### src/hw/i2c_seq_pkg.sv
// Constants and types for the two-wire master sequencer.
// Assumes a single system clock; no register bus, all control bits are ports.
package i2c_seq_pkg;
  localparam int          CLK_HZ       = 10_000_000;  // System clock rate
  localparam int          SYNC_STAGES  = 2;           // Pin synchroniser depth
  localparam logic [7:0]  RELOAD_RESET = 8'h09;       // Default baud reload value
  localparam logic [3:0]  BITS_BYTE    = 4'h8;        // Data bits per byte
  localparam logic [3:0]  BITS_FRAME   = 4'h9;        // Bits including acknowledge
  localparam logic [7:0]  BYTE_ZERO    = 8'h00;       // Cleared byte value

  // Sequencer states
  typedef enum logic [4:0] {
    ST_IDLE,
    ST_START_WAIT,     // Start: both lines high, first period
    ST_START_HOLD,     // Start: data low, second period
    ST_RS_SCL_LOW,     // Restart: wait for clock seen low
    ST_RS_SDA_HIGH,    // Restart: data released for a period
    ST_RS_SCL_REL,     // Restart: clock released, wait high
    ST_RS_BOTH_HIGH,   // Restart: both high for a period
    ST_RS_SDA_LOW,     // Restart: data low while clock high
    ST_TX_LOW,         // Transmit: clock low phase
    ST_TX_REL,         // Transmit: clock released, wait high
    ST_TX_HIGH,        // Transmit: clock high phase
    ST_RX_LOW,         // Receive: clock low phase
    ST_RX_REL,         // Receive: clock released, wait high
    ST_RX_HIGH,        // Receive: clock high phase
    ST_ACK_LOW,        // Acknowledge: clock low, value driven
    ST_ACK_REL,        // Acknowledge: clock released, wait high
    ST_ACK_HIGH        // Acknowledge: clock high phase
  } seq_state_e;
endpackage : i2c_seq_pkg
### src/hw/i2c_master_sequencer.sv
// Master sequencer of a two-wire serial port: start, restart, byte transmit,
// byte receive and acknowledge send, timed by a reloadable baud counter.
// Assumes open-drain pads outside; line inputs are asynchronous to mclk.
`timescale 1ns/1ps

module i2c_master_sequencer
  import i2c_seq_pkg::*;
#(
  parameter logic [7:0] RELOAD_DEFAULT = i2c_seq_pkg::RELOAD_RESET  // Reset reload value
) (
  input  wire logic       mclk,                  // System clock
  input  wire logic       reset_n,               // Synchronous reset, active low
  // Processor side
  input  wire logic [7:0] baud_reload_value,     // Baud counter reload value
  input  wire logic       buf_write,             // Transfer buffer write strobe
  input  wire logic [7:0] buf_write_data,        // Transfer buffer write data
  input  wire logic       buf_read,              // Transfer buffer read strobe
  input  wire logic       start_set,             // Set start_request
  input  wire logic       restart_set,           // Set restart_request
  input  wire logic       stop_set,              // Set stop_request (held only)
  input  wire logic       receive_set,           // Set receive_request
  input  wire logic       ack_set,               // Set ack_send_request
  input  wire logic       ack_value_write,       // Write ack_send_value
  input  wire logic       ack_value_data,        // New ack_send_value
  input  wire logic       write_collision_flag_clear,            // Clear write_collision_flag
  input  wire logic       event_clear,           // Clear port_event_flag
  input  wire logic       collision_clear,       // Clear collision_event_flag
  input  wire logic       overflow_clear,        // Clear receive_overflow_flag
  output logic      [7:0] transfer_buffer,       // Transfer buffer contents
  output logic            buffer_full_flag,      // Buffer holds unread/unsent byte
  output logic            write_collision_flag,  // Discarded buffer write
  output logic            receive_overflow_flag, // Byte arrived while full
  output logic            ack_received_status,   // Slave did not acknowledge
  output logic            port_event_flag,       // Sequence complete event
  output logic            collision_event_flag,  // Bus collision event
  output logic            start_seen,            // Start condition generated
  output logic            start_request,         // Start in progress
  output logic            restart_request,       // Restart in progress
  output logic            stop_request,          // Stop requested (not sequenced)
  output logic            receive_request,       // Receive in progress
  output logic            ack_send_request,      // Acknowledge in progress
  output logic            ack_send_value,        // Acknowledge level to send
  output logic            port_idle,             // No sequence active
  // Bus side
  input  wire logic       scl_in,                // Clock line level
  input  wire logic       sda_in,                // Data line level
  output logic            scl_oe,                // Pull clock low while high
  output logic            sda_oe,                // Pull data low while high
  output logic            scl_out,               // Clock drive level, always low
  output logic            sda_out                // Data drive level, always low
);
  import i2c_seq_pkg::*;

  // Complete module state
  typedef struct packed {
    logic [SYNC_STAGES-1:0] scl_sync;    // Clock synchroniser
    logic [SYNC_STAGES-1:0] sda_sync;    // Data synchroniser
    seq_state_e state;                   // Sequencer state
    logic [7:0] baud_counter;            // Baud period counter
    logic [7:0] shift_register;          // Shift register
    logic [3:0] bit_count;               // Bits done in this byte
    logic [7:0] transfer_buffer;         // Transfer buffer
    logic       buffer_full_flag;        // Buffer full
    logic       write_collision_flag;    // Write collision
    logic       receive_overflow_flag;   // Receive overflow
    logic       ack_received_status;     // Acknowledge status
    logic       port_event_flag;         // Event flag
    logic       collision_event_flag;    // Collision flag
    logic       start_seen;              // Start condition seen
    logic       start_request;           // Start request bit
    logic       restart_request;         // Restart request bit
    logic       stop_request;            // Stop request bit
    logic       receive_request;         // Receive request bit
    logic       ack_send_request;        // Acknowledge request bit
    logic       ack_send_value;          // Acknowledge value bit
    logic       port_idle;               // Idle indication
    logic       scl_oe;                  // Clock pull-down
    logic       sda_oe;                  // Data pull-down
  } seq_s;

  seq_s cur;       // Registered state
  seq_s next_cur;  // Next state

  // Counter reached terminal count
  function automatic logic baud_done(input logic [7:0] cnt);
    baud_done = (cnt == BYTE_ZERO);
  endfunction : baud_done

  // Sampled line levels from the second synchroniser stage
  logic scl_s;
  logic sda_s;
  assign scl_s = cur.scl_sync[SYNC_STAGES-1];
  assign sda_s = cur.sda_sync[SYNC_STAGES-1];

  // Next-state logic
  always_comb begin
    logic tick;      // Baud period expired
    logic busy;      // Any sequence active
    logic reload;    // Reload baud counter
    next_cur = cur;
    tick   = baud_done(cur.baud_counter);
    busy   = (cur.state != ST_IDLE);
    reload = 1'b0;

    // Synchronisers: first stage read only by second
    next_cur.scl_sync = {cur.scl_sync[SYNC_STAGES-2:0], scl_in};
    next_cur.sda_sync = {cur.sda_sync[SYNC_STAGES-2:0], sda_in};

    // Countdown that stops at zero, reloaded below where a phase begins
    if (!tick) begin
      next_cur.baud_counter = cur.baud_counter - 8'h01;
    end

    // Software clears; set below wins because it is assigned later
    if (write_collision_flag_clear) begin
      next_cur.write_collision_flag = 1'b0;
    end
    if (event_clear) begin
      next_cur.port_event_flag = 1'b0;
    end
    if (collision_clear) begin
      next_cur.collision_event_flag = 1'b0;
    end
    if (overflow_clear) begin
      next_cur.receive_overflow_flag = 1'b0;
    end
    if (buf_read) begin
      next_cur.buffer_full_flag = 1'b0;
    end

    // Control register writes; blocked while a start runs
    if (!cur.start_request) begin
      if (ack_value_write) begin
        next_cur.ack_send_value = ack_value_data;
      end
      if (stop_set) begin
        next_cur.stop_request = 1'b1;
      end
    end

    // Buffer write: discarded when busy, starts transmit when idle
    if (buf_write) begin
      if (busy) begin
        next_cur.write_collision_flag = 1'b1;
      end else begin
        next_cur.transfer_buffer  = buf_write_data;
        next_cur.shift_register   = buf_write_data;
        next_cur.buffer_full_flag = 1'b1;
        next_cur.bit_count        = 4'h0;
        next_cur.state            = ST_TX_LOW;
        next_cur.scl_oe           = 1'b1;
        next_cur.sda_oe           = ~buf_write_data[7];
        reload                    = 1'b1;
      end
    end else if (!busy && !cur.start_request) begin
      // New requests only take effect from idle
      if (start_set) begin
        if (!scl_s || !sda_s) begin
          next_cur.collision_event_flag = 1'b1;
        end else begin
          next_cur.start_request = 1'b1;
          next_cur.state         = ST_START_WAIT;
          reload                 = 1'b1;
        end
      end else if (restart_set) begin
        next_cur.restart_request = 1'b1;
        next_cur.scl_oe          = 1'b1;
        next_cur.state           = ST_RS_SCL_LOW;
      end else if (receive_set) begin
        next_cur.receive_request = 1'b1;
        next_cur.bit_count       = 4'h0;
        next_cur.scl_oe          = 1'b1;
        next_cur.sda_oe          = 1'b0;
        next_cur.state           = ST_RX_LOW;
        reload                   = 1'b1;
      end else if (ack_set) begin
        next_cur.ack_send_request = 1'b1;
        next_cur.scl_oe           = 1'b1;
        next_cur.sda_oe           = ~cur.ack_send_value;
        next_cur.state            = ST_ACK_LOW;
        reload                    = 1'b1;
      end
    end

    // Sequencer
    case (cur.state)
      ST_IDLE: begin
      end
      ST_START_WAIT: begin
        if (!scl_s || !sda_s) begin
          next_cur.collision_event_flag = 1'b1;
          next_cur.start_request        = 1'b0;
          next_cur.state                = ST_IDLE;
        end else if (tick) begin
          next_cur.sda_oe     = 1'b1;
          next_cur.start_seen = 1'b1;
          next_cur.state      = ST_START_HOLD;
          reload              = 1'b1;
        end
      end
      ST_START_HOLD: begin
        if (tick) begin
          next_cur.start_request   = 1'b0;
          next_cur.port_event_flag = 1'b1;
          next_cur.scl_oe          = 1'b1;
          next_cur.state           = ST_IDLE;
        end
      end
      ST_RS_SCL_LOW: begin
        if (!scl_s) begin
          next_cur.sda_oe = 1'b0;
          next_cur.state  = ST_RS_SDA_HIGH;
          reload          = 1'b1;
        end
      end
      ST_RS_SDA_HIGH: begin
        if (tick) begin
          if (sda_s) begin
            next_cur.scl_oe = 1'b0;
            next_cur.state  = ST_RS_SCL_REL;
          end else begin
            next_cur.collision_event_flag = 1'b1;
            next_cur.restart_request      = 1'b0;
            next_cur.scl_oe               = 1'b0;
            next_cur.state                = ST_IDLE;
          end
        end
      end
      ST_RS_SCL_REL: begin
        if (scl_s) begin
          if (!sda_s) begin
            next_cur.collision_event_flag = 1'b1;
            next_cur.restart_request      = 1'b0;
            next_cur.state                = ST_IDLE;
          end else begin
            next_cur.state = ST_RS_BOTH_HIGH;
            reload         = 1'b1;
          end
        end
      end
      ST_RS_BOTH_HIGH: begin
        if (!scl_s) begin
          next_cur.collision_event_flag = 1'b1;
          next_cur.restart_request      = 1'b0;
          next_cur.state                = ST_IDLE;
        end else if (tick) begin
          next_cur.sda_oe     = 1'b1;
          next_cur.start_seen = 1'b1;
          next_cur.state      = ST_RS_SDA_LOW;
          reload              = 1'b1;
        end
      end
      ST_RS_SDA_LOW: begin
        if (tick) begin
          next_cur.scl_oe          = 1'b1;
          next_cur.restart_request = 1'b0;
          next_cur.port_event_flag = 1'b1;
          next_cur.state           = ST_IDLE;
        end
      end
      ST_TX_LOW: begin
        if (tick) begin
          next_cur.scl_oe = 1'b0;
          next_cur.state  = ST_TX_REL;
        end
      end
      ST_TX_REL: begin
        if (scl_s) begin
          next_cur.state = ST_TX_HIGH;
          reload         = 1'b1;
        end
      end
      ST_TX_HIGH: begin
        if (cur.bit_count == BITS_BYTE && scl_s) begin
          next_cur.ack_received_status = sda_s;
        end
        if (tick) begin
          next_cur.scl_oe    = 1'b1;  // Falling edge
          next_cur.bit_count = cur.bit_count + 4'h1;
          if (cur.bit_count + 4'h1 == BITS_BYTE) begin
            next_cur.buffer_full_flag = 1'b0;
            next_cur.sda_oe           = 1'b0;
            next_cur.state            = ST_TX_LOW;
            reload                    = 1'b1;
          end else if (cur.bit_count + 4'h1 == BITS_FRAME) begin
            next_cur.port_event_flag = 1'b1;
            next_cur.state           = ST_IDLE;
          end else begin
            next_cur.shift_register = {cur.shift_register[6:0], 1'b0};
            next_cur.sda_oe         = ~cur.shift_register[6];
            next_cur.state          = ST_TX_LOW;
            reload                  = 1'b1;
          end
        end
      end
      ST_RX_LOW: begin
        if (tick) begin
          next_cur.scl_oe = 1'b0;
          next_cur.state  = ST_RX_REL;
        end
      end
      ST_RX_REL: begin
        if (scl_s) begin
          next_cur.shift_register = {cur.shift_register[6:0], sda_s};
          next_cur.state          = ST_RX_HIGH;
          reload                  = 1'b1;
        end
      end
      ST_RX_HIGH: begin
        if (tick) begin
          next_cur.scl_oe    = 1'b1;
          next_cur.bit_count = cur.bit_count + 4'h1;
          if (cur.bit_count + 4'h1 == BITS_BYTE) begin
            next_cur.receive_request = 1'b0;
            next_cur.transfer_buffer = cur.shift_register;
            next_cur.buffer_full_flag = 1'b1;
            next_cur.port_event_flag = 1'b1;
            next_cur.state           = ST_IDLE;
            if (cur.buffer_full_flag && !buf_read) begin
              next_cur.receive_overflow_flag = 1'b1;
            end
          end else begin
            next_cur.state = ST_RX_LOW;
            reload         = 1'b1;
          end
        end
      end
      ST_ACK_LOW: begin
        if (tick) begin
          next_cur.scl_oe = 1'b0;
          next_cur.state  = ST_ACK_REL;
        end
      end
      ST_ACK_REL: begin
        if (scl_s) begin
          next_cur.state = ST_ACK_HIGH;
          reload         = 1'b1;
        end
      end
      ST_ACK_HIGH: begin
        if (tick) begin
          next_cur.scl_oe           = 1'b1;
          next_cur.ack_send_request = 1'b0;
          next_cur.port_event_flag  = 1'b1;
          next_cur.state            = ST_IDLE;
        end
      end
      default: begin
        next_cur.state = ST_IDLE;
      end
    endcase

    // Counter reload; otherwise it halts at zero when idle
    if (reload) begin
      next_cur.baud_counter = baud_reload_value;
    end

    // Idle indication from next state and request bits
    next_cur.port_idle = (next_cur.state == ST_IDLE) && !next_cur.start_request
                         && !next_cur.restart_request && !next_cur.receive_request
                         && !next_cur.ack_send_request;
  end

  // State register
  always_ff @(posedge mclk) begin
    if (!reset_n) begin
      cur              <= '0;
      cur.scl_sync     <= '1;
      cur.sda_sync     <= '1;
      cur.state        <= ST_IDLE;
      cur.baud_counter <= RELOAD_DEFAULT;
      cur.port_idle    <= 1'b1;
    end else begin
      cur <= next_cur;
    end
  end

  // Outputs straight from the state register; scl_out and sda_out tied low
  assign transfer_buffer       = cur.transfer_buffer;
  assign buffer_full_flag      = cur.buffer_full_flag;
  assign write_collision_flag  = cur.write_collision_flag;
  assign receive_overflow_flag = cur.receive_overflow_flag;
  assign ack_received_status   = cur.ack_received_status;
  assign port_event_flag       = cur.port_event_flag;
  assign collision_event_flag  = cur.collision_event_flag;
  assign start_seen            = cur.start_seen;
  assign start_request         = cur.start_request;
  assign restart_request       = cur.restart_request;
  assign stop_request          = cur.stop_request;
  assign receive_request       = cur.receive_request;
  assign ack_send_request      = cur.ack_send_request;
  assign ack_send_value        = cur.ack_send_value;
  assign port_idle             = cur.port_idle;
  assign scl_oe                = cur.scl_oe;
  assign sda_oe                = cur.sda_oe;
  assign scl_out               = 1'b0;
  assign sda_out               = 1'b0;
endmodule : i2c_master_sequencer

### config.mk
export PLATFORM = sky130hd
export DESIGN_NAME = i2c_master_sequencer
export DESIGN_NICKNAME = d
export VERILOG_FILES = /design/src/hw/i2c_seq_pkg.sv /design/src/hw/i2c_master_sequencer.sv
export SDC_FILE = /design/constraint.sdc
export NUM_CORES = 1
export LEC_CHECK = 0
export ABC_AREA = 1
export BUFFER_PORTS_ARGS = -buffer_cell sky130_fd_sc_hd__buf_2
export CAP_MARGIN = 5
export CORE_ASPECT_RATIO = 0.7
export CORE_UTILIZATION = 55
export CTS_CLUSTER_SIZE = 14
export DETAILED_ROUTE_END_ITERATION = 8
export MAX_ROUTING_LAYER = met4
export PLACE_DENSITY_LB_ADDON = 0.12
export SYNTH_ARGS = -nofsm -noshare
export SYNTH_HDL_FRONTEND = slang
export SYNTH_SLANG_ARGS = --single-unit
### constraint.sdc
create_clock -name mclk -period 2.2 [get_ports mclk]
set_input_delay 0.33 -clock mclk [delete_from_list [all_inputs] [get_ports mclk]]
set_output_delay 0.33 -clock mclk [all_outputs]
set_load 0.05 [all_outputs]
Word level (Yosys, flattened, before mapping)
Index checks and enable logic that the tools add are counted.
{"block": "classes", "addsub": 2, "n_mul": 0, "div": 0, "magnitude_cmp": 0, "eq_ne": 22, "n_shift": 0, "n_mux": 150, "bitwise": 4, "n_reduce_logical": 30}
{"operator": "$mux W5", "n": 25}
{"operator": "$mux W1", "n": 79}
{"operator": "$pmux W5 S15", "n": 1}
{"operator": "$mux W8", "n": 7}
{"operator": "$eq A5 B4 Y1 const B", "n": 8}
{"operator": "$mux W4", "n": 7}
{"operator": "$mux W2", "n": 13}
{"operator": "$mux W21", "n": 1}
{"operator": "$eq A5 B3 Y1 const B", "n": 4}
{"operator": "$pmux W8 S2", "n": 1}
{"operator": "$mux W13", "n": 1}
{"operator": "$eq A4 B4 Y1 const B", "n": 3}
{"operator": "$mux W12", "n": 1}
{"operator": "$pmux W1 S4", "n": 3}
{"operator": "$eq A5 B2 Y1 const B", "n": 2}
{"operator": "$logic_not A5 Y1", "n": 2}
{"operator": "$mux W10", "n": 1}
{"operator": "$logic_not A1 Y1", "n": 9}
{"operator": "$mux W9", "n": 1}
{"operator": "$logic_not A8 Y1", "n": 1}
{"operator": "$pmux W4 S2", "n": 1}
{"operator": "$reduce_or A4 Y1", "n": 2}
{"operator": "$sub A8 B1 Y8 const B", "n": 1}
{"operator": "$logic_and A1 B1 Y1", "n": 7}
{"operator": "16 further kinds", "n": 27}
{"block": "word_totals", "register_bits": 53, "latchBits": 0, "ramBits": 0, "mem_bits_ro": 0, "in_bits": 33, "out_inout_bits": 26, "word_cells": 231, "n_memories": 0}

Logic depth before layout (Yosys ltp)
Gate-level depths: netlist of run 1.
{"block": "depth", "word_depth": 14, "ltp_mapped": 16, "depth_no_buf": 14}

Worst setup path after synthesis of run 1
No wires, ideal clock.
{"block": "synth_path", "path_kind": "flip-flop to flip-flop", "from": "reg cur[36] in the netlist's numbering", "to": "reg port_idle (netlist name)", "setup_time_ns": 0.058, "arrival_time_ns": 1.760, "t_required_ns": 2.142, "path_slack_ns": 0.381, "stages_incl_launch_ff": 12, "path_buffers": 0, "period_less_slack_ns": 1.819, "cell_sequence": "dfxtp_1 inv_1 ha_1 nand2_1 nor2_2 inv_2 nor2_1 o21ai_0 or2_2 nor4_2 nand3_1 nand2_1"}
{"block": "synth_between", "elab_chain_len": 9, "word_cells_on_any_way": 31, "cone_classes": "mux (21); reduce/logical (10)"}
{"item": "from (decl)", "line_no": "i2c_master_sequencer.sv:81", "source": "seq_s cur;"}
{"item": "from (signal assigned)", "line_no": "i2c_master_sequencer.sv:374", "source": "cur <= next_cur;"}
{"item": "$logic_not A8 Y1 (*)", "line_no": "i2c_master_sequencer.sv:86", "source": "baud_done = (cnt == BYTE_ZERO);"}
{"item": "$mux W5, on equally long branches", "line_no": "i2c_master_sequencer.sv:246, i2c_master_sequencer.sv:194"}
{"item": "$mux W5, on equally long branches", "line_no": "i2c_master_sequencer.sv:242, i2c_master_sequencer.sv:190"}
{"item": "$pmux W5 S15", "line_no": "i2c_master_sequencer.sv:186", "source": "case (cur.state)"}
{"item": "$logic_not A5 Y1", "line_no": "i2c_master_sequencer.sv:359", "source": "next_cur.port_idle = (next_cur.state == ST_IDLE) && !next_cur.start_request"}
{"item": "$logic_and A1 B1 Y1", "line_no": "i2c_master_sequencer.sv:359"}
{"item": "$logic_and A1 B1 Y1 (2 in series)", "line_no": "i2c_master_sequencer.sv:360", "source": "&& !next_cur.restart_request && !next_cur.receive_request"}
{"item": "$logic_and A1 B1 Y1 (*)", "line_no": "i2c_master_sequencer.sv:361", "source": "&& !next_cur.ack_send_request;"}
Every way passes the cells marked *; elsewhere a longest branch is shown, timed or not.
A chain may end at the register's enable or synchronous reset.

Worst setup path in the final report of run 1
{"block": "layout_path", "from": "reg cur[36] in the netlist's numbering", "to": "reg port_idle (netlist name)"}
{"block": "layout_between", "elab_chain_len": 9, "word_cells_on_any_way": 31, "cone_classes": "mux (21); reduce/logical (10)"}
{"item": "$logic_not A8 Y1 (*)", "line_no": "i2c_master_sequencer.sv:86"}
{"item": "$mux W5, on equally long branches", "line_no": "i2c_master_sequencer.sv:246, i2c_master_sequencer.sv:194"}
{"item": "$mux W5, on equally long branches", "line_no": "i2c_master_sequencer.sv:242, i2c_master_sequencer.sv:190"}
{"item": "$pmux W5 S15", "line_no": "i2c_master_sequencer.sv:186"}
{"item": "$logic_not A5 Y1", "line_no": "i2c_master_sequencer.sv:359"}
{"item": "$logic_and A1 B1 Y1", "line_no": "i2c_master_sequencer.sv:359"}
{"item": "$logic_and A1 B1 Y1 (2 in series)", "line_no": "i2c_master_sequencer.sv:360"}
{"item": "$logic_and A1 B1 Y1 (*)", "line_no": "i2c_master_sequencer.sv:361"}
Marked as above.

==> out/metrics.yaml, run 1 <==
status: "complete, no violations"
ys_seq_area_share_pct: 32.86
place.gp.congestion: 1.037
synth.distinct_cells: 40
arrival_ns: 2.33
slew_headroom_pct: 59.85
drc_errors: 0
synth.area.top_cells: "dfxtp_1, nand2_1, nor2_1"
cpPeakStageDelay_ns: 0.32
design_area_mm2: 0.003819
worst_path_most_repeated_cell: "nand2_1"
rows: 22
clockRootBuffer: "clkbuf_8"
p_total_mw: 4.966
vdd.ir_drop.worst_mv: 0.7281
synth_ff_type: "dfxtp_1"
period_share_pct: 93.83
htreeDepth: 2
power_density_mw_per_mm2: 1300
synth_edf_count: 0
placed_area_mm2: 0.003661
ys_ff_latch: 53
initial_core_util_pct: 59.25
yosysTopAreaCell: "dfxtp_1"
min_path_type: "in2reg"
final-max-slew-violation-count: 0
holdWs_ns: 0.1991
fin_cells: 646
io_pins: 59
via_per_inst: 5.607
async_flop_share_pct: 0
postRouteAntennaNets: 0
fillCellCount: 473
area_delta_synth_final_pct: 18.25
first_iter_violations: 368
drive_above_1_share_pct: 22.30
yosysWarnings: 0
setup_viol: 0
post_drt_wl_per_cell_um: 14.84
max_cap_violations: 0
die_x_um: 93.59
utilization_pct: 70.06
dr.pass1.iters: 5
crit_type: "reg2reg"
diodes: 0
grt-ovfl-total: 0
synth_most_common_cell: "nand2_1"
grt_pass1_vias: 3201
antenna_found_initial: 0
numPortBuffers: 56
grt_pass1_wl_mm: 15.35
synth_top_area_share_pct: 32.86
dp_hpwl_mm: 7.393
grt_max_degree: 46
avgSynthCellArea_um2: 6.344
skew_ns: 0.004710
worst_pin_slew_ns: 0.5929
fin_tns_setup_ns: 0
synth_common_cells: "nand2_1, nor2_1, inv_1"
critPathLaunchType: "register"
die_area_mm2: 0.006187
critical_path.slowest_cell: "dfxtp_1"
fmax_mhz: 484.4
endpoint_kind: "register"
clk_latency_ns: 0.31
final_nets: 610
vias: 3622
cp_top_family: "simple AND/OR/NAND/NOR gates"
cts_tree: "done"
fin_ws_ns: 0.1357
clock_path_buffers: 2
clock-sinks: 53
clkTransAtPathRegs_ns: 0.10
dp.cells: 639
drt-total-wl_mm: 9.588
worst-path-buf-inv: 2
critPathMaxFanout: 5
worstPathRequired_ns: 2.46
min_period_ns: 2.064
synthCells: 509
fp.dieH_um: 66.11
leakage_nw: 1.955
grt.total_usage_pct: 33.23
syn_area_mm2: 0.003229
crit_chain: "inv_1, ha_1, nand2_1, nor2_4, inv_2, nor2_2, o21ai_1, or2_2, nor4_2, nand3_1, nand2_1"
core_area_mm2: 0.005450
cts_buffers: 5
hold_viol_final: 0
post-place-ws_ns: 0.08866
==> path summary, 6_finish.rpt <==
| check | from | end | slack, ns | cells after the start |
|---|---|---|---|---|
| setup / recovery | cur[36]$_SDFFE_PN1P_ | port_idle$_SDFF_PN1_ | 0.14 | 11 |
| hold / removal | sda_in | cur[49]$_SDFF_PN1_ | 0.20 | 2 |
| setup reg to reg | cur[36]$_SDFFE_PN1P_ | port_idle$_SDFF_PN1_ | 0.14 | 11 |
| hold reg to reg | cur[49]$_SDFF_PN1_ | cur[50]$_SDFF_PN1_ | 0.43 | 1 |
==> final cells by class <==
class | count | area (um2) | area share [%]
Tap cell | 72 | 90.09 | 2.359
Timing Repair Buffer | 82 | 488.0 | 12.78
Multi-Input combinational cell | 365 | 1814 | 47.51
Clock buffer | 5 | 68.82 | 1.802
Inverter | 67 | 251.5 | 6.586
Clock inverter | 2 | 38.79 | 1.016
Sequential cell | 53 | 1067 | 27.95
==> power breakdown <==
group          internal (mW)  leakage (nW)  switching, mW
Sequential              1.19         0.437          0.181
Combinational          0.933          1.46           1.97
Clock                  0.338        0.0546          0.344
==> metal layers <==
metal	wire length (um)	GRT usage, %
met3	1111	8.621
met1	4297	45.93
met5	0	-
met2	4081	49.45
met4	97	5.962
==> registers in the layout, indices dropped and copies added (netlist names) <==
| register | flops |
|---|---|
| scl_oe | 1 |
| start_seen | 1 |
| collision_event_flag | 1 |
| receive_overflow_flag | 1 |
| ack_send_request | 1 |
| port_event_flag | 1 |
| cur | 29 |
| write_collision_flag | 1 |
| stop_request | 1 |
| transfer_buffer | 8 |
| ack_received_status | 1 |
| port_idle | 1 |
| restart_request | 1 |
| start_request | 1 |
| ack_send_value | 1 |
| sda_oe | 1 |
| buffer_full_flag | 1 |
| receive_request | 1 |
==> kinds of logic (layout without fill, tap and decap cells) <==
family | count (synthesis) | after routing | synth area share, %
buffers and inverters | 92 | 156 | 12.44
AO/OA/AOI/OAI | 81 | 81 | 14.57
flip-flops | 53 | 53 | 32.86
AND/OR/NAND/NOR | 275 | 275 | 37.78
XOR/XNOR | 4 | 4 | 1.085
adder cells (fa/ha/maj) | 3 | 3 | 1.162
other | 1 | 2 | 0.1161
==> repair_timing <==
item | 4_1_cts | 5_1_grt
gates resized for setup | 0 | 18
setup endpoints to repair | 0 | 11
setup buffers | 0 | 0
hold buffers | 0 | 0
==> placed cells by master, fill, tap and decap left out, types with 6 or more instances in the layout <==
cell and count:
buf_4 25, or2_2 7, dfxtp_1 48, nand2_1 129, o21ai_0 21, inv_1 64
nand3_2 8, nand3_1 38, nor2_1 63, a311oi_1 6, nand4_1 7, buf_2 56
a21oi_1 33
Note: power is estimated with default switching activity, not from simulation.
==> run 2, diff against run 1 <==
--- a/config.mk
+++ b/config.mk
@@ -9,7 +9,7 @@
 export BUFFER_PORTS_ARGS = -buffer_cell sky130_fd_sc_hd__buf_2
 export CAP_MARGIN = 5
 export CORE_ASPECT_RATIO = 0.7
-export CORE_UTILIZATION = 55
+export CORE_UTILIZATION = 40
 export CTS_CLUSTER_SIZE = 14
 export DETAILED_ROUTE_END_ITERATION = 8
 export MAX_ROUTING_LAYER = met4
==> constraint.sdc (replaced) <==
create_clock -name mclk -period 2.2 [get_ports mclk]
set_input_delay 0.22 -clock mclk [delete_from_list [all_inputs] [get_ports mclk]]
set_output_delay 0.22 -clock mclk [all_outputs]
set_load 0.05 [all_outputs]
==> run 2 against run 1 <==
Effect of this change:
- sequential power about the same
- clock power up 25%
- sequential share of layout area down 1.7 points
- largest cell class unchanged
==> out/metrics.yaml, run 2 (same netlist as run 1, synthesis figures left out) <==
place.gp.congestion: 0.9972  # was 1.037
hold_start: "sda_in"  # unchanged
dp_hpwl_mm: 8.274  # was 7.393 mm
min_period_ns: 2.086  # was 2.064 ns
drc_errors: 0  # unchanged
grt-ovfl-total: 0  # unchanged
drt-total-wl_mm: 10.79  # was 9.588 mm
rrSetupSlack_ns: 0.11  # was 0.14 ns
grt_max_degree: 20  # was 46
utilization_pct: 51.85  # was 70.06%
cts_hold_buffers: 0  # unchanged
fp.dieH_um: 77.18  # was 66.11 um
fmax_mhz: 479.3  # was 484.4 MHz
clock-sinks: 53  # unchanged
worst_pin_slew_ns: 0.5790  # was 0.5929 ns
drive_above_1_share_pct: 24.66  # was 22.30%
largest_register_ff_count: 29  # unchanged
first_iter_violations: 323  # was 368
antenna_found_initial: 0  # unchanged
r2r_start: "cur[37]$_SDFFE_PN0P_"  # was cur[36]$_SDFFE_PN1P_
grt_pass1_vias: 3384  # was 3201
postRouteAntennaNets: 0  # unchanged
grt.total_usage_pct: 27.75  # was 33.23%
min_path_type: "in2reg"  # unchanged
p_total_mw: 5.493  # was 4.966 mW
fin_ws_ns: 0.1137  # was 0.1357 ns
post-place-ws_ns: 0.03259  # was 0.08866 ns
clkTransAtPathRegs_ns: 0.08  # was 0.10 ns
grt_pass1_wl_mm: 17.24  # was 15.35 mm
crit_chain: "inv_1, ha_1, nand2_1, nor2_4, inv_2, buf_4, nand3_1, nand2_1, nand2_1, nand2_1, nand3_4, nand2_8, buf_4, nand3_2, a21oi_1"  # was inv_1, ha_1, nand2_1, nor2_4, inv_2, nor2_2, o21ai_1, or2_2, nor4_2, nand3_1, nand2_1
io_pins: 59  # unchanged
critPathLaunchType: "register"  # unchanged
vias: 3583  # was 3622
cts_buffers: 5  # unchanged
min_to: "cur[49]$_SDFF_PN1_"  # unchanged
rows: 27  # was 22
clock_path_buffers: 2  # unchanged
critical_path.slowest_cell: "dfxtp_1"  # unchanged
die_area_mm2: 0.008443  # was 0.006187 mm2
final-max-slew-violation-count: 0  # unchanged
post_drt_wl_per_cell_um: 15.57  # was 14.84 um
power_density_mw_per_mm2: 1352  # was 1300 mW/mm2
area_delta_synth_final_pct: 25.84  # was 18.25%
cp_top_family: "simple AND/OR/NAND/NOR gates"  # unchanged
endpoint_kind: "register"  # unchanged
leakage_nw: 2.065  # was 1.955 nW
fin_tns_setup_ns: 0  # unchanged
hold_viol_final: 0  # unchanged
clk_latency_ns: 0.31  # about the same
hold_depth: 2  # unchanged
status: "complete, no violations"  # unchanged
numPortBuffers: 56  # unchanged
worstPathRequired_ns: 2.43  # was 2.46 ns
via_per_inst: 5.170  # was 5.607
crit_type: "reg2reg"  # unchanged
final_common_cell: "nand2_1"  # unchanged
placed_area_mm2: 0.003810  # was 0.003661 mm2
arrival_ns: 2.31  # was 2.33 ns
diodes: 0  # unchanged
setup_viol: 0  # unchanged
critPathMaxFanout: 8  # was 5
critical_path.startpoint: "cur[37]$_SDFFE_PN0P_"  # was cur[36]$_SDFFE_PN1P_
worst-path-buf-inv: 4  # was 2
cpPeakStageDelay_ns: 0.38  # was 0.32 ns
holdWs_ns: 0.09724  # was 0.1991 ns
max_cap_violations: 0  # unchanged
core_area_mm2: 0.007838  # was 0.005450 mm2
slew_headroom_pct: 61.36  # was 59.85%
worstReg2RegEnd: "cur[41]$_SDFFE_PN0P_"  # was port_idle$_SDFF_PN1_
cts_tree: "done"  # unchanged
design_area_mm2: 0.004064  # was 0.003819 mm2
worst_path_most_repeated_cell: "nand2_1"  # unchanged
clockRootBuffer: "clkbuf_16"  # was clkbuf_8
die_x_um: 109.4  # was 93.59 um
skew_ns: 0.007479  # was 0.004710 ns
final_nets: 627  # was 610
top_register: "cur"  # unchanged
initial_core_util_pct: 41.20  # was 59.25%
period_share_pct: 94.83  # was 93.83%
dp.cells: 683  # was 639
dr.pass1.iters: 5  # unchanged
vdd.ir_drop.worst_mv: 0.5188  # was 0.7281 mV
fin_cells: 693  # was 646
r2r.worst_path.cells: 15  # was 11
layout_common_cells: "nand2_1, inv_1, nor2_1"  # unchanged
htreeDepth: 2  # unchanged
[run 2: what timing repair did]
item	CTS	global route
gates resized for setup	1	21
buffers inserted	0	1
gates cloned	0	1
pin swaps	0	1
setup endpoints to repair	1	28
[run 2: layer usage]
layer  vias to the layer above  track usage, %  wire length (um)
met3                        13           6.378               913
met5                         -               -                 0
met2                       145           35.97              4192
met4                         0           7.333               187
met1                      1620           41.94              5496
li1                       1805               -                 -
[run 2: worst max path at each step]
stage / end / cells after the start / slack, ns
floorplan: port_idle$_SDFF_PN1_ / 11 / 0.38
global route: cur[41]$_SDFFE_PN0P_ / 12 / -0.01
CTS: port_idle$_SDFF_PN1_ / 11 / 0.03
global placement: cur[41]$_SDFFE_PN0P_ / 12 / 0.06
finish: cur[41]$_SDFFE_PN0P_ / 15 / 0.11
detailed placement: cur[38]$_SDFFE_PN0P_ / 14 / 0.03
[run 2: area by class of cell]
| cell class | count | area (um2) |
|---|---|---|
| Fill cell | 820 | 3774 |
| Multi-Input combinational cell | 366 | 1856 |
| Tap cell | 101 | 126.4 |
| Inverter | 67 | 254.0 |
| Sequential cell | 53 | 1066 |
| Clock inverter | 3 | 28.78 |
| Timing Repair Buffer | 98 | 608.1 |
| Clock buffer | 5 | 125.1 |
[run 2: where the power goes]
group,switching (mW),internal [mW]
clock network,0.415,0.438
registers,0.186,1.20
logic,2.13,1.13
